--- src/periph_ctrl_defs.vh ---
// register offsets, field positions and reset values of the peripheral bank
`ifndef PERIPH_CTRL_DEFS_VH
`define PERIPH_CTRL_DEFS_VH

// ------------------------------------------------------------
// byte offsets
// ------------------------------------------------------------
`define OFF_MAIN_TIMER   8'h00
`define OFF_PORT5_DIR    8'h04
`define OFF_PORT6_DIR    8'h08
`define OFF_PORT7_DIR    8'h0c
`define OFF_PWM_CTRL     8'h10
`define OFF_TIMER_CTRL   8'h14
`define OFF_CMP_CTRL     8'h18
`define OFF_PULL_DOWN    8'h1c
`define OFF_OPEN_DRAIN   8'h20
`define OFF_PULL_UP      8'h24
`define OFF_WDT_CTRL     8'h28
`define OFF_IRQ_MASK     8'h2c
`define OFF_PWM1_PERIOD  8'h30
`define OFF_PWM2_PERIOD  8'h34
`define OFF_PWM3_PERIOD  8'h38
`define OFF_IRQ_FLAG     8'h3c
`define OFF_GLOBAL_IRQ   8'h40

// ------------------------------------------------------------
// field positions
// ------------------------------------------------------------
`define MT_PRESCALE_EN   3
`define PWM3_EN_BIT      7
`define PWM2_EN_BIT      6
`define PWM1_EN_BIT      5
`define T1_EN_BIT        3
`define T3_EN_BIT        7
`define T2_EN_BIT        6
`define CMP_RESULT_BIT   2
`define WDT_EN_BIT       7
`define EXT_IRQ_SEL_BIT  6
`define WDT_PRESCALE_EN  5

// ------------------------------------------------------------
// reset values and masks
// ------------------------------------------------------------
`define RST_DIR          8'hff
`define RST_ZERO         8'h00
`define RST_ACTIVE_LOW   8'hff
`define MASK_PWM_CTRL    8'hef
`define MASK_CMP_CTRL    8'h03
`define MASK_WDT_CTRL    8'hfc
`define MASK_MAIN_TIMER  8'h0f
`define RESP_OKAY        2'b00
`define RESP_SLVERR      2'b10

`endif

--- src/periph_ctrl_regs.v ---
// peripheral control register bank with axi4-lite slave
//
// Local design decisions: the address map and register access over AXI4-Lite.
`timescale 1ns/1ps
`default_nettype none
`include "periph_ctrl_defs.vh"

module periph_ctrl_regs (
	input  wire        aclk,
	input  wire        aresetn,
	input  wire [7:0]  s_axi_awaddr,
	input  wire        s_axi_awvalid,
	output reg         s_axi_awready,
	input  wire [31:0] s_axi_wdata,
	input  wire [3:0]  s_axi_wstrb,
	input  wire        s_axi_wvalid,
	output reg         s_axi_wready,
	output reg  [1:0]  s_axi_bresp,
	output reg         s_axi_bvalid,
	input  wire        s_axi_bready,
	input  wire [7:0]  s_axi_araddr,
	input  wire        s_axi_arvalid,
	output reg         s_axi_arready,
	output reg  [31:0] s_axi_rdata,
	output reg  [1:0]  s_axi_rresp,
	output reg         s_axi_rvalid,
	input  wire        s_axi_rready,
	input  wire        cmp_result_in,
	input  wire        vref_select,
	input  wire        global_irq_on_instr,
	input  wire        global_irq_off_instr,
	input  wire [7:0]  irq_pending,
	input  wire        clk_div4,
	output reg  [7:0]  port5_oe_n,
	output reg  [7:0]  port6_oe_n,
	output reg  [7:0]  port7_oe_n,
	output reg  [2:0]  pwm_enable,
	output reg  [2:0]  pwm_timer_enable,
	output reg  [8:0]  pwm1_ratio,
	output reg  [8:0]  pwm2_ratio,
	output reg  [8:0]  pwm3_ratio,
	output reg  [7:0]  pwm1_period,
	output reg  [7:0]  pwm2_period,
	output reg  [7:0]  pwm3_period,
	output reg  [8:0]  main_timer_ratio,
	output reg  [17:0] main_timer_ovf_osc,
	output reg  [1:0]  port53_func,
	output reg  [1:0]  port60_func,
	output reg         cmp_enable,
	output reg         opamp_enable,
	output reg  [7:0]  port6_pulldown_en,
	output reg  [7:0]  port5_opendrain_en,
	output reg  [3:0]  port6_pullup_en,
	output reg  [3:0]  port5_pullup_en,
	output reg         watchdog_enable,
	output reg  [8:0]  watchdog_ratio,
	output reg         ext_irq_route,
	output reg  [7:0]  irq_request,
	output reg         global_irq_enable
);

	// ------------------------------------------------------------
	// pin function codes
	// ------------------------------------------------------------
	localparam [1:0] FN_IO     = 2'b00;
	localparam [1:0] FN_PERIPH = 2'b01;
	localparam [1:0] FN_ANALOG = 2'b10;

	// ------------------------------------------------------------
	// register storage
	// ------------------------------------------------------------
	reg  [7:0] main_timer_r;
	reg  [7:0] dir_r [0:2];
	reg  [7:0] pwm_control_r;
	reg  [7:0] timer_control_r;
	reg  [1:0] cmp_op_select_r;
	reg  [7:0] pull_down_r;
	reg  [7:0] open_drain_r;
	reg  [7:0] pull_up_r;
	reg  [7:0] watchdog_r;
	reg  [7:0] irq_mask_r;
	reg  [7:0] period_r [0:2];
	reg        cmp_sync1_r;
	reg        cmp_sync2_r;
	reg        cmp_sync3_r;
	reg        cmp_stable_r;
	reg        aw_held_r;
	reg        w_held_r;
	reg  [7:0] aw_addr_r;
	reg  [31:0] w_data_r;
	reg  [3:0] w_strb_r;
	reg  [31:0] rdata_nxt;
	reg        rd_hit;
	reg        wr_hit;
	wire       wr_fire;
	wire [8:0] mt_ratio_w;
	wire [8:0] wd_ratio_w;
	wire [2:0] ch_code [0:2];
	wire [8:0] ch_ratio [0:2];
	wire [7:0] wbyte;
	integer    i;

	assign wbyte = w_data_r[7:0];

	// ------------------------------------------------------------
	// comparator result, three-stage synchroniser
	// ------------------------------------------------------------
	always @(posedge aclk) begin
		if (!aresetn) begin
			cmp_sync1_r  <= 1'b0;
			cmp_sync2_r  <= 1'b0;
			cmp_sync3_r  <= 1'b0;
			cmp_stable_r <= 1'b0;
		end else begin
			cmp_sync1_r <= cmp_result_in;
			cmp_sync2_r <= cmp_sync1_r;
			cmp_sync3_r <= cmp_sync2_r;
			// glitch guard: accept only when stages two and three agree
			if (cmp_sync2_r == cmp_sync3_r) begin
				cmp_stable_r <= cmp_sync3_r;
			end
		end
	end

	// ------------------------------------------------------------
	// axi4-lite write channel
	// ------------------------------------------------------------
	assign wr_fire = aw_held_r && w_held_r && !s_axi_bvalid;

	always @(posedge aclk) begin
		if (!aresetn) begin
			aw_held_r     <= 1'b0;
			w_held_r      <= 1'b0;
			aw_addr_r     <= 8'h00;
			w_data_r      <= 32'h00000000;
			w_strb_r      <= 4'h0;
			s_axi_awready <= 1'b0;
			s_axi_wready  <= 1'b0;
			s_axi_bvalid  <= 1'b0;
			s_axi_bresp   <= `RESP_OKAY;
		end else begin
			s_axi_awready <= !aw_held_r && !s_axi_awready && !s_axi_bvalid;
			s_axi_wready  <= !w_held_r && !s_axi_wready && !s_axi_bvalid;
			if (s_axi_awvalid && s_axi_awready) begin
				aw_held_r     <= 1'b1;
				aw_addr_r     <= s_axi_awaddr;
				s_axi_awready <= 1'b0;
			end
			if (s_axi_wvalid && s_axi_wready) begin
				w_held_r     <= 1'b1;
				w_data_r     <= s_axi_wdata;
				w_strb_r     <= s_axi_wstrb;
				s_axi_wready <= 1'b0;
			end
			if (wr_fire) begin
				aw_held_r    <= 1'b0;
				w_held_r     <= 1'b0;
				s_axi_bvalid <= 1'b1;
				s_axi_bresp  <= wr_hit ? `RESP_OKAY : `RESP_SLVERR;
			end else if (s_axi_bvalid && s_axi_bready) begin
				s_axi_bvalid <= 1'b0;
			end
		end
	end

	always @* begin
		wr_hit = 1'b1;
		if (aw_addr_r == `OFF_MAIN_TIMER) wr_hit = 1'b1;
		else if (aw_addr_r == `OFF_PORT5_DIR) wr_hit = 1'b1;
		else if (aw_addr_r == `OFF_PORT6_DIR) wr_hit = 1'b1;
		else if (aw_addr_r == `OFF_PORT7_DIR) wr_hit = 1'b1;
		else if (aw_addr_r == `OFF_PWM_CTRL) wr_hit = 1'b1;
		else if (aw_addr_r == `OFF_TIMER_CTRL) wr_hit = 1'b1;
		else if (aw_addr_r == `OFF_CMP_CTRL) wr_hit = 1'b1;
		else if (aw_addr_r == `OFF_PULL_DOWN) wr_hit = 1'b1;
		else if (aw_addr_r == `OFF_OPEN_DRAIN) wr_hit = 1'b1;
		else if (aw_addr_r == `OFF_PULL_UP) wr_hit = 1'b1;
		else if (aw_addr_r == `OFF_WDT_CTRL) wr_hit = 1'b1;
		else if (aw_addr_r == `OFF_IRQ_MASK) wr_hit = 1'b1;
		else if (aw_addr_r == `OFF_PWM1_PERIOD) wr_hit = 1'b1;
		else if (aw_addr_r == `OFF_PWM2_PERIOD) wr_hit = 1'b1;
		else if (aw_addr_r == `OFF_PWM3_PERIOD) wr_hit = 1'b1;
		else if (aw_addr_r == `OFF_IRQ_FLAG) wr_hit = 1'b1;
		else if (aw_addr_r == `OFF_GLOBAL_IRQ) wr_hit = 1'b1;
		else wr_hit = 1'b0;
	end

	// ------------------------------------------------------------
	// register writes
	// ------------------------------------------------------------
	// only byte lane 0 carries data; flag register is read-only here
	always @(posedge aclk) begin
		if (!aresetn) begin
			main_timer_r    <= `RST_ZERO;
			for (i = 0; i < 3; i = i + 1) begin
				dir_r[i]    <= `RST_DIR;
				period_r[i] <= `RST_ZERO;
			end
			pwm_control_r   <= `RST_ZERO;
			timer_control_r <= `RST_ZERO;
			cmp_op_select_r <= 2'b00;
			pull_down_r     <= `RST_ACTIVE_LOW;
			open_drain_r    <= `RST_ACTIVE_LOW;
			pull_up_r       <= `RST_ACTIVE_LOW;
			watchdog_r      <= `RST_ZERO;
			irq_mask_r      <= `RST_ZERO;
		end else if (wr_fire && w_strb_r[0]) begin
			if (aw_addr_r == `OFF_MAIN_TIMER)
				main_timer_r <= wbyte & `MASK_MAIN_TIMER;
			else if (aw_addr_r == `OFF_PORT5_DIR)
				dir_r[0] <= wbyte;
			else if (aw_addr_r == `OFF_PORT6_DIR)
				dir_r[1] <= wbyte;
			else if (aw_addr_r == `OFF_PORT7_DIR)
				dir_r[2] <= wbyte;
			else if (aw_addr_r == `OFF_PWM_CTRL)
				pwm_control_r <= wbyte & `MASK_PWM_CTRL;
			else if (aw_addr_r == `OFF_TIMER_CTRL)
				timer_control_r <= wbyte;
			else if (aw_addr_r == `OFF_CMP_CTRL)
				cmp_op_select_r <= wbyte[1:0];
			else if (aw_addr_r == `OFF_PULL_DOWN)
				pull_down_r <= wbyte;
			else if (aw_addr_r == `OFF_OPEN_DRAIN)
				open_drain_r <= wbyte;
			else if (aw_addr_r == `OFF_PULL_UP)
				pull_up_r <= wbyte;
			else if (aw_addr_r == `OFF_WDT_CTRL)
				watchdog_r <= wbyte & `MASK_WDT_CTRL;
			else if (aw_addr_r == `OFF_IRQ_MASK)
				irq_mask_r <= wbyte;
			else if (aw_addr_r == `OFF_PWM1_PERIOD)
				period_r[0] <= wbyte;
			else if (aw_addr_r == `OFF_PWM2_PERIOD)
				period_r[1] <= wbyte;
			else if (aw_addr_r == `OFF_PWM3_PERIOD)
				period_r[2] <= wbyte;
		end
	end

	// ------------------------------------------------------------
	// axi4-lite read channel
	// ------------------------------------------------------------
	always @* begin
		rdata_nxt = 32'h00000000;
		rd_hit    = 1'b1;
		if (s_axi_araddr == `OFF_MAIN_TIMER)
			rdata_nxt[7:0] = main_timer_r;
		else if (s_axi_araddr == `OFF_PORT5_DIR)
			rdata_nxt[7:0] = dir_r[0];
		else if (s_axi_araddr == `OFF_PORT6_DIR)
			rdata_nxt[7:0] = dir_r[1];
		else if (s_axi_araddr == `OFF_PORT7_DIR)
			rdata_nxt[7:0] = dir_r[2];
		else if (s_axi_araddr == `OFF_PWM_CTRL)
			rdata_nxt[7:0] = pwm_control_r;
		else if (s_axi_araddr == `OFF_TIMER_CTRL)
			rdata_nxt[7:0] = timer_control_r;
		else if (s_axi_araddr == `OFF_CMP_CTRL)
			rdata_nxt[7:0] = {5'b00000, cmp_stable_r,
				cmp_op_select_r};
		else if (s_axi_araddr == `OFF_PULL_DOWN)
			rdata_nxt[7:0] = pull_down_r;
		else if (s_axi_araddr == `OFF_OPEN_DRAIN)
			rdata_nxt[7:0] = open_drain_r;
		else if (s_axi_araddr == `OFF_PULL_UP)
			rdata_nxt[7:0] = pull_up_r;
		else if (s_axi_araddr == `OFF_WDT_CTRL)
			rdata_nxt[7:0] = watchdog_r;
		else if (s_axi_araddr == `OFF_IRQ_MASK)
			rdata_nxt[7:0] = irq_mask_r;
		else if (s_axi_araddr == `OFF_PWM1_PERIOD)
			rdata_nxt[7:0] = period_r[0];
		else if (s_axi_araddr == `OFF_PWM2_PERIOD)
			rdata_nxt[7:0] = period_r[1];
		else if (s_axi_araddr == `OFF_PWM3_PERIOD)
			rdata_nxt[7:0] = period_r[2];
		else if (s_axi_araddr == `OFF_IRQ_FLAG)
			rdata_nxt[7:0] = irq_pending & irq_mask_r;
		else if (s_axi_araddr == `OFF_GLOBAL_IRQ)
			rdata_nxt[0] = global_irq_enable;
		else
			rd_hit = 1'b0;
	end

	always @(posedge aclk) begin
		if (!aresetn) begin
			s_axi_arready <= 1'b0;
			s_axi_rvalid  <= 1'b0;
			s_axi_rdata   <= 32'h00000000;
			s_axi_rresp   <= `RESP_OKAY;
		end else begin
			s_axi_arready <= !s_axi_arready && !s_axi_rvalid;
			if (s_axi_arvalid && s_axi_arready) begin
				s_axi_arready <= 1'b0;
				s_axi_rvalid  <= 1'b1;
				s_axi_rdata   <= rdata_nxt;
				s_axi_rresp   <= rd_hit ? `RESP_OKAY : `RESP_SLVERR;
			end else if (s_axi_rvalid && s_axi_rready) begin
				s_axi_rvalid <= 1'b0;
			end
		end
	end

	// ------------------------------------------------------------
	// prescale decoders
	// ------------------------------------------------------------
	assign ch_code[0] = pwm_control_r[2:0];
	assign ch_code[1] = timer_control_r[2:0];
	assign ch_code[2] = timer_control_r[5:3];

	genvar g;
	generate
		for (g = 0; g < 3; g = g + 1) begin : g_ch
			rate_decode u_ch (
				.enable (1'b1),
				.code   (ch_code[g]),
				.ratio  (ch_ratio[g])
			);
		end
	endgenerate

	rate_decode u_main (
		.enable (main_timer_r[`MT_PRESCALE_EN]),
		.code   (main_timer_r[2:0]),
		.ratio  (mt_ratio_w)
	);

	rate_decode u_wdt (
		.enable (watchdog_r[`WDT_PRESCALE_EN]),
		.code   (watchdog_r[4:2]),
		.ratio  (wd_ratio_w)
	);

	// ------------------------------------------------------------
	// derived control outputs
	// ------------------------------------------------------------
	always @(posedge aclk) begin
		if (!aresetn) begin
			port5_oe_n         <= `RST_DIR;
			port6_oe_n         <= `RST_DIR;
			port7_oe_n         <= `RST_DIR;
			pwm_enable         <= 3'b000;
			pwm_timer_enable   <= 3'b000;
			pwm1_ratio         <= 9'h002;
			pwm2_ratio         <= 9'h002;
			pwm3_ratio         <= 9'h002;
			pwm1_period        <= 8'h00;
			pwm2_period        <= 8'h00;
			pwm3_period        <= 8'h00;
			main_timer_ratio   <= 9'h001;
			main_timer_ovf_osc <= 18'h00000;
			port53_func        <= FN_IO;
			port60_func        <= FN_IO;
			cmp_enable         <= 1'b0;
			opamp_enable       <= 1'b0;
			port6_pulldown_en  <= 8'h00;
			port5_opendrain_en <= 8'h00;
			port6_pullup_en    <= 4'h0;
			port5_pullup_en    <= 4'h0;
			watchdog_enable    <= 1'b0;
			watchdog_ratio     <= 9'h001;
			ext_irq_route      <= 1'b0;
			irq_request        <= 8'h00;
			global_irq_enable  <= 1'b0;
		end else begin
			// pwm enable forces its pin to drive; pwm3 only while vref_select is low
			port5_oe_n <= {dir_r[0][7:4],
				dir_r[0][3] & ~(pwm_control_r[`PWM3_EN_BIT] & ~vref_select),
				dir_r[0][2] & ~pwm_control_r[`PWM2_EN_BIT],
				dir_r[0][1] & ~pwm_control_r[`PWM1_EN_BIT],
				dir_r[0][0]};
			port6_oe_n <= {dir_r[1][7:1],
				dir_r[1][0] & ~cmp_op_select_r[1]};
			port7_oe_n <= dir_r[2];
			pwm_enable <= pwm_control_r[7:5];
			pwm_timer_enable <= {timer_control_r[`T3_EN_BIT],
				timer_control_r[`T2_EN_BIT],
				pwm_control_r[`T1_EN_BIT]};
			pwm1_ratio  <= ch_ratio[0];
			pwm2_ratio  <= ch_ratio[1];
			pwm3_ratio  <= ch_ratio[2];
			pwm1_period <= period_r[0];
			pwm2_period <= period_r[1];
			pwm3_period <= period_r[2];
			main_timer_ratio <= mt_ratio_w;
			// oscillator periods per overflow, doubled at osc/4
			main_timer_ovf_osc <= {1'b0, mt_ratio_w, 8'h00}
				<< clk_div4;
			if (vref_select)
				port53_func <= FN_ANALOG;
			else if (pwm_control_r[`PWM3_EN_BIT])
				port53_func <= FN_PERIPH;
			else
				port53_func <= FN_IO;
			// analog input 0 taken only when comparator pin unused
			if (cmp_op_select_r[1])
				port60_func <= FN_PERIPH;
			else if (dir_r[1][0])
				port60_func <= FN_ANALOG;
			else
				port60_func <= FN_IO;
			cmp_enable   <= (cmp_op_select_r == 2'b01) ||
				(cmp_op_select_r == 2'b10);
			opamp_enable <= (cmp_op_select_r == 2'b11);
			port6_pulldown_en  <= ~pull_down_r;
			port5_opendrain_en <= ~open_drain_r;
			port6_pullup_en    <= ~pull_up_r[7:4];
			port5_pullup_en    <= ~pull_up_r[3:0];
			watchdog_enable    <= watchdog_r[`WDT_EN_BIT];
			watchdog_ratio     <= wd_ratio_w;
			ext_irq_route      <= watchdog_r[`EXT_IRQ_SEL_BIT];
			irq_request <= irq_pending & irq_mask_r &
				{5'b11111, watchdog_r[`EXT_IRQ_SEL_BIT], 2'b11};
			if (global_irq_on_instr)
				global_irq_enable <= 1'b1;
			else if (global_irq_off_instr)
				global_irq_enable <= 1'b0;
		end
	end

endmodule // periph_ctrl_regs

`default_nettype wire

--- src/rate_decode.v ---
// three-bit prescale code to division ratio
`timescale 1ns/1ps
`default_nettype none

module rate_decode (
	input  wire       enable,
	input  wire [2:0] code,
	output wire [8:0] ratio
);
	// bypassed prescaler counts 1:1, else 1:2 up to 1:256
	assign ratio = enable ? (9'h002 << code) : 9'h001;
endmodule // rate_decode

`default_nettype wire

--- config.mk ---
export PLATFORM = sky130hd
export DESIGN_NAME = periph_ctrl_regs
export DESIGN_NICKNAME = d
export VERILOG_FILES = /design/src/periph_ctrl_regs.v /design/src/rate_decode.v
export VERILOG_INCLUDE_DIRS = /design/src /design/src/src
export SDC_FILE = /design/constraint.sdc
export NUM_CORES = 1
export LEC_CHECK = 0
export ABC_CLOCK_PERIOD_IN_PS = 2400
export BUFFER_PORTS_ARGS = -buffer_cell sky130_fd_sc_hd__buf_2
export CAP_MARGIN = 20
export CORE_ASPECT_RATIO = 1.25
export CORE_MARGIN = 4
export CORE_UTILIZATION = 53
export DETAILED_ROUTE_END_ITERATION = 16
export PLACE_DENSITY = 0.78
export SETUP_SLACK_MARGIN = 0.4
export SYNTH_ARGS = -nofsm -noshare
export SYNTH_HDL_FRONTEND = slang
export SYNTH_SLANG_ARGS = --single-unit
--- constraint.sdc ---
create_clock -name aclk -period 2.4 [get_ports aclk]
set_input_delay 0.12 -clock aclk [delete_from_list [all_inputs] [get_ports aclk]]
set_output_delay 0.12 -clock aclk [all_outputs]
set_load 0.02 [all_outputs]
Word-level counts from Yosys, hierarchy flattened
Memories as Yosys holds them, arrays and structs flattened.
Cells that the tools add are included.
{"block": "word_totals", "latch_bits": 0, "romBits": 0, "output_inout_bits": 199, "mem_bits_rw": 48, "regBits": 257, "input_bits": 72, "n_memories": 2, "elab_cells": 315}
{"block": "classes", "n_eq_ne": 36, "order_cmp": 0, "n_shift": 6, "add_sub_neg": 0, "div": 0, "reduce_logical": 42, "muxes": 141, "n_bitwise": 34, "mul": 0}
{"memory": "dir_r", "words": 3, "width": 8, "rd": 3, "rd_ports_with_merged_regs": 0, "wr": 3, "line_no": "periph_ctrl_regs.v:73", "rtl": "reg [7:0] dir_r [0:2];"}
{"memory": "period_r", "words": 3, "width": 8, "rd": 3, "rd_ports_with_merged_regs": 0, "wr": 3, "line_no": "periph_ctrl_regs.v:82", "rtl": "reg [7:0] period_r [0:2];"}
{"cell": "$mux 8", "count": 21}
{"cell": "$eq 8x6->1 const B", "count": 16}
{"cell": "$mux 1", "count": 114}
{"cell": "$eq 8x5->1 const B", "count": 8}
{"cell": "$shl 2x3->9 const A", "count": 5}
{"cell": "$eq 8x4->1 const B", "count": 4}
{"cell": "$shl 17x1->18", "count": 1}
{"cell": "$not 1->1", "count": 17}
{"cell": "$and 8x8->8", "count": 2}
{"cell": "$eq 8x3->1 const B", "count": 2}
{"cell": "$eq 8x7->1 const B", "count": 2}
{"cell": "$logic_not 8->1", "count": 2}
{"cell": "$not 8->8", "count": 2}
{"cell": "$logic_and 1x1->1", "count": 13}
{"cell": "$reduce_and 13->1", "count": 1}
{"cell": "$reduce_and 12->1", "count": 1}
{"cell": "$reduce_or 2->1", "count": 6}
{"cell": "$reduce_and 11->1", "count": 1}
{"cell": "$reduce_and 10->1", "count": 1}
{"cell": "$mux 9", "count": 1}
{"cell": "$reduce_and 9->1", "count": 1}
{"cell": "$mux 2", "count": 4}
{"cell": "$not 4->4", "count": 2}
{"cell": "$reduce_and 8->1", "count": 1}
{"cell": "other kinds (12)", "count": 31}

Depth between registers and ports, before layout
Gate-level depths: netlist of run 1.
{"block": "logic_depth", "depth_word": 20, "ltp_mapped": 8, "ltp_nobuf": 5}

By module
From an unflattened synthesis of run 1, not the netlist that was laid out.
{"block": "unflattened", "cells_unflattened": 1097, "hier_area_um2": 11350.9}
{"module": "periph_ctrl_regs", "area_each_um2": 10856.7, "n_inst": 1, "cells_per_inst": 1052, "seq_area_each_um2": 6386.1}
{"module": "rate_decode", "area_each_um2": 98.8, "n_inst": 5, "cells_per_inst": 9, "seq_area_each_um2": 0.0}

Worst setup path after synthesis of run 1
No wires, ideal clock.
{"block": "synth_timing", "path_type": "register to register", "startpoint": "reg s_axi_bvalid", "endpoint": "mem dir_r[1][2], in the netlist dir_r[0][10] (enable)", "required_time_ns": 2.016, "path_stages_with_launch": 4, "setup_time_ns": 0.384, "path_slack_ns": 0.197, "n_path_buf": 0, "arrival_ns": 1.819, "path_cell_list": "dfxtp_1 > nand4bb_4 > or4_1 > o21ai_0"}
{"item": "start, declared", "line_no": "periph_ctrl_regs.v:19", "rtl": "output reg s_axi_bvalid,"}
{"item": "start signal, assigned", "line_no": "periph_ctrl_regs.v:139", "rtl": "s_axi_bvalid <= 1'b0;"}
{"item": "start signal, assigned", "line_no": "periph_ctrl_regs.v:158", "rtl": "s_axi_bvalid <= 1'b1;"}
{"item": "start signal, assigned", "line_no": "periph_ctrl_regs.v:161", "rtl": "s_axi_bvalid <= 1'b0;"}
{"item": "end, declared", "line_no": "periph_ctrl_regs.v:73"}

Final worst setup path of run 1
{"block": "layout_timing", "startpoint": "reg s_axi_bvalid", "endpoint": "reg irq_mask_r[1]"}
{"block": "layout_between", "elab_chain_cells": 4}
{"item": "$logic_not 1->1", "line_no": "periph_ctrl_regs.v:128", "rtl": "assign wr_fire = aw_held_r && w_held_r && !s_axi_bvalid;"}
{"item": "$logic_and 1x1->1", "line_no": "periph_ctrl_regs.v:128"}
{"item": "$logic_and 1x1->1", "line_no": "periph_ctrl_regs.v:207", "rtl": "end else if (wr_fire && w_strb_r[0]) begin"}
{"item": "$reduce_and 13->1 (no source line)"}
{"item": "end signal, assigned", "line_no": "periph_ctrl_regs.v:206", "rtl": "irq_mask_r <= `RST_ZERO;"}
{"item": "end signal, assigned", "line_no": "periph_ctrl_regs.v:231", "rtl": "irq_mask_r <= wbyte;"}
{"item": "end, declared", "line_no": "periph_ctrl_regs.v:81", "rtl": "reg [7:0] irq_mask_r;"}
Every way passes these cells.
A chain may end at the register's enable or synchronous reset.

==> results of run 1 <==
through the flow:
stage	power (W)	instance area, µm²	hold slack (ns)	utilization, %
floorplan	0.00559	11100	0.203	-
global placement	0.00574	12200	0.339	60.2
detailed placement	0.00575	12200	0.339	60.2
CTS	0.0101	13500	0.00958	66.7
global route	0.0104	13500	0.0339	66.7
finish	0.0100	13500	0.0202	66.7
power by group through the flow:
stage	Combinational (W)	Clock [W]	Sequential, W
detailed placement	0.000541	0	0.00521
floorplan	0.000386	0	0.00521
finish	0.000608	0.00433	0.00511
global route	0.000651	0.00459	0.00511
global placement	0.000536	0	0.00521
CTS	0.000592	0.00439	0.00510
what timing repair did:
action / 4_1_cts / 5_1_grt
hold endpoints to repair: 36 / 0
hold buffers: 41 / 0
endpoints found under the setup margin: 5 / 60
gates resized for setup: 1 / 2
routing by layer:
metal,vias up,part of all wire (%),track usage (%)
met5,-,0,0
met4,0,3.0,8.68
met3,72,8.5,3.95
met2,452,50,47.5
met1,4185,38,33.5
li1,4078,-,-
registers in the layout, summed over array words and instances, names as in the netlist, 9 cells and up:
name / cells
watchdog_ratio: 9
period_r: 24
main_timer_ratio: 9
main_timer_ovf_osc: 10
dir_r: 24
cells in the mapped netlist, drive strengths merged, types with 5 or more instances:
cell type	n	area share, %
a21oi	52	2.4
nor3	24	1.3
buf	56	3.4
o21ai	27	1.2
o211ai	6	0.41
edfxtp	48	13
nand3	24	1.1
nand4	7	0.40
mux2i	69	6.3
clkbuf	48	1.6
nand2b	51	2.9
inv	12	0.41
nor4	6	0.54
nand2	111	3.8
mux2	7	0.72
nor4b	5	0.73
and2	54	3.1
and3	11	0.63
nor2	109	3.8
or2	5	0.29
a211oi	9	0.62
nor2b	7	0.40
dfxtp	244	45
o31ai	9	0.62
cell families after synthesis:
kind of cell               Yosys count  share of synthesized area [%]
AOI/OAI and AO/OA                  147                           8.72
xor gates and xnor gates             1                         0.0799
adders and majority gates            1                          0.114
buffers and inverters              116                           5.49
DFF                                292                           57.7
muxes                               79                           7.63
other                                1                         0.0342
and+or+nand+nor                    428                           20.2
worst paths after layout:
kind | startpoint | endpoint | cells after the start
min | aresetn | port7_oe_n[4]$_SDFF_PN1_ | 2
max reg2reg | s_axi_bvalid$_SDFFE_PN0P_ | irq_mask_r[1]$_SDFFE_PN0P_ | 5
max | s_axi_bvalid$_SDFFE_PN0P_ | irq_mask_r[1]$_SDFFE_PN0P_ | 5
min reg2reg | dir_r[0][19]$_DFFE_PP_ | port7_oe_n[3]$_SDFF_PN1_ | 1
area by class of cell:
class / instances / share of cell area (%)
sequential: 292 / 46.8
multi-input combinational: 693 / 31.0
timing repair buffer: 282 / 12.7
clock buffer: 32 / 5.14
tap: 270 / 2.50
clock inverter: 17 / 1.49
inverter: 12 / 0.333
critical path, stage by stage (launching register included):
cell and delay [ns]:
dfxtp_1 0.38, nand4bb_4 0.31, nor4_2 0.37, nand2b_1 0.47
mux2i_1 0.29, nor2_1 0.05
==> results.json, run 1 <==
{
  "cts_made_buffers": 27,
  "root_buffer": "clkbuf_16",
  "antenna_left": 0,
  "syn_inst": 1065,
  "tritoncts": "yes",
  "syn_avg_cell_area_um2": 10.3,
  "rsz0062_at_grt": "true",
  "layout_common_cells": "dfxtp_1 (244), buf_2 (205), nand2_1 (110), nor2_1 (108), mux2i_1 (69)",
  "critPathArrivalTime_ns": 2.42,
  "seqCellArea_um2": 6330,
  "nets": 1381,
  "routabilityCongestion": 1.00,
  "p_int_w": 0.00776,
  "drive_gt1_share_pct": 23.4,
  "seq_power_share_pct": 50.9,
  "rows": 58,
  "cts_buffer_depth": 3,
  "slew_headroom_pct": 48.6,
  "antenna_cells": 0,
  "start_util_pct": 54.2,
  "grt_pass1_wl_um": 48100,
  "port-buffer-count": 206,
  "clock_skew_ns": 0.0169,
  "grt_use_total_pct": 26.9,
  "end_kind": "register",
  "viasPerCell": 5.50,
  "drc_errors": 0,
  "clk_latency_ns": 0.53,
  "timing.setup.critical_path_class": "reg2reg",
  "ys_seq_area_share_pct": 57.7,
  "overflow": 0,
  "critPathLaunchType": "register",
  "grt_pass1_vias": 8630,
  "synthArstFlopShare_pct": 0,
  "synth-edff-count": 48,
  "ys_types": 73,
  "hold_path.class": "in2reg",
  "vias": 8787,
  "fin_cells": 1598,
  "p_comb_share_pct": 6.0,
  "worst_pin_slew_ns": 0.770,
  "p_sw_share_pct": 22.8,
  "fin_crit_ns": 2.01,
  "clkSinkCount": 292,
  "setup_viol": 0,
  "slew_violations": 0,
  "cts-htree-levels": 1,
  "final_common_cell": "dfxtp_1",
  "die_w_um": 137,
  "io_pins": 271,
  "clockPowerShare_pct": 43.1,
  "power_density_nw_per_um2": 743,
  "syn_to_final_growth_pct": 23.2,
  "antenna_found_initial": 0,
  "peakVddDrop_uv": 586,
  "synthFlopType": "dfxtp_1",
  "p_sw_w": 0.00229,
  "coreArea_um2": 20200,
  "post_drt_wl_per_cell_um": 19.8,
  "die_h_um": 169,
  "required_ns": 2.81,
  "die-area_um2": 23100,
  "layout_setup_ws_ns": 0.395,
  "min_period_over_period_pct": 83.5,
  "grt_start_max_net_pins": 51,
  "max_freq_mhz": 499,
  "drt_iter0_drc": 729,
  "place_inst": 1508,
  "status": "finished, final reports clean",
  "multi_input_area_um2": 4190,
  "tns_ns": 0,
  "synth-seq-cells": 292,
  "cts_setup_buffers": 0,
  "drt_wl_total_um": 31600,
  "netlist_area_um2": 11000,
  "hpwl_um": 21900,
  "cts.clk_slew.worst_paths_ns": 0.07,
  "firstDrtPassIters": 5,
  "num-fill-cells": 1532,
  "yosysWarnings": 0,
  "pre_cts_slack_ns": 0.367,
  "crit_fanout": 8,
  "r2r_slack_ns": 0.39,
  "hold_viol": 0,
  "leakage_nw": 5.92,
  "drv_cap": 0
}
Note: power is estimated with default switching activity, not from simulation.
==> run 2, diff against run 1 <==
- ABC_CLOCK_PERIOD_IN_PS: 2400 -> 1900
- clock period: 2.4 -> 1.9 ns (I/O delays scaled with it)
==> results.json, run 2 (same netlist as run 1, synthesis figures left out) <==
{
  "routabilityCongestion": 0.970,
  "setup_viol": 0,
  "status": "finished, final reports clean",
  "holdWs_ns": 0.0622,
  "antenna_left": 0,
  "drt_iter0_drc": 655,
  "layout_common_cells": "dfxtp_1 (234), buf_2 (205), nor2_1 (106), nand2_1 (104), mux2i_1 (68)",
  "power_density_nw_per_um2": 896,
  "port-buffer-count": 206,
  "grt_pass1_wl_um": 49700,
  "io_pins": 271,
  "reg2reg_depth": 5,
  "coreArea_um2": 20200,
  "root_buffer": "clkbuf_16",
  "antenna_cells": 0,
  "final_core_util_pct": 70.0,
  "timing.setup.critical_path_class": "reg2reg",
  "grt_start_max_net_pins": 48,
  "cts-htree-levels": 1,
  "holdPathStages": 3,
  "drt_wl_total_um": 33300,
  "rsz0062_at_grt": "true",
  "drv_cap": 0,
  "leakage_nw": 6.25,
  "peakVddDrop_uv": 766,
  "max_freq_mhz": 538,
  "cts_buffer_depth": 3,
  "clkSinkCount": 292,
  "post_drt_wl_per_cell_um": 20.4,
  "critPathLaunchType": "register",
  "nets": 1419,
  "fin_crit_ns": 1.86,
  "crit_fanout": 8,
  "antenna_found_initial": 0,
  "tritoncts": "yes",
  "grt_pass1_vias": 8789,
  "critPathArrivalTime_ns": 2.12,
  "vias": 8829,
  "cts_made_buffers": 26,
  "start_util_pct": 54.2,
  "die_h_um": 169,
  "rows": 58,
  "reg_top3": "dir_r (24), period_r (24), main_timer_ovf_osc (10)",
  "finalPower_w": 0.0127,
  "die_w_um": 137,
  "clock_skew_ns": 0.0108,
  "firstDrtPassIters": 5,
  "hold_path.class": "in2reg",
  "clk_latency_ns": 0.53,
  "cts.clk_slew.worst_paths_ns": 0.07,
  "die-area_um2": 23100,
  "end_kind": "register",
  "drive_gt1_share_pct": 28.9,
  "min_period_over_period_pct": 97.8,
  "grt_use_total_pct": 28.1,
  "slew_headroom_pct": 45.5,
  "tns_ns": 0,
  "overflow": 0,
  "drc_errors": 0,
  "worst_pin_slew_ns": 0.816,
  "syn_to_final_growth_pct": 29.3,
  "hold_viol": 0,
  "slew_violations": 0,
  "hpwl_um": 23100,
  "final_common_cell": "dfxtp_1",
  "viasPerCell": 5.40,
  "required_ns": 2.16
}
## run 2: power by group
| part | total (W) | internal [W] | leakage, nW | switching (W) |
|---|---|---|---|---|
| Combinational | 0.000861 | 0.000331 | 3.41 | 0.000530 |
| Clock | 0.00539 | 0.00318 | 0.454 | 0.00221 |
| Sequential | 0.00646 | 0.00635 | 2.39 | 0.000102 |
## run 2: layout make-up
cell class | count | area, µm²
fillers | 1471 | 6070
repair buffers | 321 | 2150
clock buffers | 37 | 795
flip-flops and latches | 292 | 6340
multi-input cells | 693 | 4400
clock inverters | 10 | 101
inverters | 12 | 45.0
well taps | 270 | 338
## run 2: metal layers
metal	track usage (%)	wire (µm)	vias up
met4	12.9	1600	0
met3	4.61	2500	95
met2	48.7	16500	429
li1	-	-	4153
met1	34.1	12700	4152
met5	0	0	-
## run 2: path summary, 6_finish.rpt
path | from | slack (ns) | to
min | s_axi_araddr[5] | 0.06 | s_axi_rresp[1]$_SDFFE_PN0P_
max | aw_addr_r[6]$_SDFFE_PN0P_ | 0.04 | dir_r[0][0]$_DFFE_PP_
max reg2reg | aw_addr_r[6]$_SDFFE_PN0P_ | 0.04 | dir_r[0][0]$_DFFE_PP_
min reg2reg | pull_up_r[1]$_SDFFE_PN1P_ | 0.46 | port5_pullup_en[1]$_SDFF_PN0_
## run 2: worst max-delay path, cell delays in order, from the launching register on
cell	delay, ns
dfxtp_1	0.32
nand2b_2	0.22
or4_4	0.56
nor3_4	0.24
buf_12	0.16
nand2b_1	0.09
## run 2: metrics by stage
stage,worst slack (ns),cell area (µm²),std cells
2_1_floorplan,0.157,11200,1101
3_3_place_gp,0.0601,12500,1528
3_5_place_dp,0.0135,12500,1528
4_1_cts,0.0720,14000,1627
5_1_grt,-0.00396,14200,1635
6_report,0.0426,14200,1635
## run 2: what timing repair did
action                                 in CTS  in global routing
gates resized for setup                    20                 24
setup buffers                               9                  8
pin swaps                                   8                 11
setup endpoints to repair                 158                168
endpoints found under the hold margin      40                  0
hold buffers                               43                  0
==> run 3, diff against run 2 <==
- ABC_CLOCK_PERIOD_IN_PS: 1900 -> 1500
- CORE_UTILIZATION: 53 -> 48
- CTS_CLUSTER_SIZE: unset -> 10
- PLACE_DENSITY: 0.78 -> 0.75
- clock period: 1.9 -> 1.5 ns (I/O delays scaled with it)
==> results.json, run 3 (same netlist as run 1, synthesis figures left out) <==
{
  "slowest_stage": "dfxtp_2",
  "viasPerCell": 5.40,
  "critPathLaunchType": "register",
  "clk_latency_ns": 0.51,
  "antenna_found_initial": 0,
  "firstDrtPassIters": 5,
  "drv_cap": 0,
  "worst_pin_slew_ns": 0.649,
  "grt_use_met3_pct": 4.78,
  "crit_family": "simple AND/OR/NAND/NOR gates",
  "min_period_over_period_pct": 119,
  "die_h_um": 177,
  "grt_use_total_pct": 25.8,
  "setup_viol": 155,
  "leakage_nw": 6.75,
  "cts.clk_slew.worst_paths_ns": 0.06,
  "die_w_um": 143,
  "fin_crit_ns": 1.79,
  "peakVddDrop_uv": 865,
  "crit_chain": "nand4bb_4, buf_6, nor3_4, nand2_2, a211oi_2, buf_6, and2_4",
  "routabilityCongestion": 0.957,
  "rsz0062_at_grt": "true",
  "vias": 9290,
  "required_ns": 1.87,
  "timing.setup.critical_path_class": "reg2reg",
  "grt_pass1_wl_um": 50500,
  "hold_viol": 0,
  "grt_util_met1_pct": 31.3,
  "violations": "negative setup slack",
  "cts_buffer_depth": 3,
  "slowest_delay_ns": 0.31,
  "io_pins": 271,
  "power_density_nw_per_um2": 1100,
  "holdWs_ns": 0.0386,
  "root_buffer": "clkbuf_16",
  "drc_errors": 0,
  "clkSinkCount": 292,
  "slew_violations": 0,
  "grt.met2_usage_pct": 44.1,
  "grt_start_max_net_pins": 48,
  "drive_gt1_share_pct": 36.4,
  "antenna_cells": 0,
  "reg_top3": "dir_r (24), period_r (24), main_timer_ovf_osc (10)",
  "slew_headroom_pct": 56.7,
  "layout_common_cells": "dfxtp_1 (217), buf_2 (185), buf_4 (129), nor2_1 (106), nand2_1 (101)",
  "drt_iter0_drc": 754,
  "place_area_um2": 13200,
  "nets": 1494,
  "crit_buf_inv": 2,
  "cts-htree-levels": 2,
  "final_area_um2": 15300,
  "start_util_pct": 49.0,
  "max_freq_mhz": 559,
  "die-area_um2": 25300,
  "coreArea_um2": 22400,
  "cts_made_buffers": 35,
  "post_drt_wl_per_cell_um": 19.8,
  "end_kind": "register",
  "antenna_left": 0,
  "hold_path.class": "in2reg",
  "final_common_cell": "dfxtp_1",
  "rows": 61,
  "critPathArrivalTime_ns": 2.15,
  "overflow": 0,
  "port-buffer-count": 206,
  "grt_pass1_vias": 9302,
  "hpwl_um": 23400,
  "drt_wl_total_um": 34000,
  "tritoncts": "yes",
  "crit_fanout": 8,
  "status": "finished with violations",
  "cp_common_cell": "buf_6",
  "clock_skew_ns": 0.0184,
  "top_usage_layer": "met2",
  "syn_to_final_growth_pct": 39.3,
  "layout_setup_ws_ns": -0.288
}
-- run 3: changes by cell type in the layout (fill, tap and decap cells not counted), moves of 6 or more --
cell           before  now
dlygate4sd3_1      43   34
clkbuf_16          28   35
buf_6               3   18
and2_4              0   10
clkbuf_1            3   13
buf_12             11   20
dfxtp_2             8   20
dfxtp_1           234  217
and2_1             54   43
clkbuf_8            6    0
buf_4              59  129
buf_2             205  185
-- run 3: path summary, 6_finish.rpt --
path / slack, ns / depth (start not counted) / start / to
setup / recovery: -0.29 / 7 / aw_addr_r[7]$_SDFFE_PN0P_ / period_r[0][3]$_DFFE_PP_
hold / removal: 0.04 / 4 / s_axi_araddr[5] / s_axi_rresp[1]$_SDFFE_PN0P_
setup reg to reg: -0.29 / 7 / aw_addr_r[7]$_SDFFE_PN0P_ / period_r[0][3]$_DFFE_PP_
hold reg to reg: 0.44 / 1 / watchdog_r[5]$_SDFFE_PN0P_ / watchdog_ratio[0]$_SDFF_PN1_
-- run 3: area by class of cell --
| class | instances | area (µm²) |
|---|---|---|
| sequential | 292 | 6380 |
| clock buffer | 48 | 925 |
| clock inverter | 4 | 33.8 |
| inverter | 12 | 45.0 |
| tap | 283 | 354 |
| fill | 1606 | 7090 |
| timing repair buffer | 387 | 2850 |
| multi-input combinational | 693 | 4680 |
-- run 3: worst min-delay path: stages --
cell,delay (ns)
buf_2,0.12
buf_12,0.13
o31ai_1,0.07
a21oi_1,0.11
-- run 3: metal layers --
metal  up-vias  share of wire, %
met5         -                 0
met4         0               4.5
met2       482                49
met1      4402                38
met3        98               7.9
li1       4308                 -
-- run 3: repair_timing --
item,4_1_cts,5_1_grt
pin swaps,18,11
cloned,0,0
buffers inserted,13,9
hold buffers,35,0
hold endpoints to repair,46,0
setup endpoints to repair,201,200
gates resized for setup,103,50
-- run 3: metrics by stage --
| stage | total power (W) | setup WS (ns) | utilization [%] | instances | TNS (ns) |
|---|---|---|---|---|---|
| 2_1_floorplan | 0.00898 | -0.243 | - | 1101 | -18.75 |
| 3_3_place_gp | 0.00940 | -0.256 | 58.9 | 1610 | -21.01 |
| 3_5_place_dp | 0.00942 | -0.324 | 58.9 | 1610 | -26.09 |
| 4_1_cts | 0.0167 | -0.205 | 67.2 | 1710 | -20.66 |
| 5_1_grt | 0.0172 | -0.376 | 68.3 | 1719 | -39.43 |
| 6_report | 0.0167 | -0.288 | 68.3 | 1719 | -29.03 |
-- run 3: power breakdown --
| group | switching [W] | leakage, nW | total [W] | internal, W |
|---|---|---|---|---|
| registers | 0.0000905 | 2.40 | 0.00815 | 0.00806 |
| logic | 0.000773 | 3.89 | 0.00132 | 0.000547 |
| clock network | 0.00298 | 0.460 | 0.00726 | 0.00427 |
| total | 0.00385 | 6.75 | 0.0167 | 0.0129 |
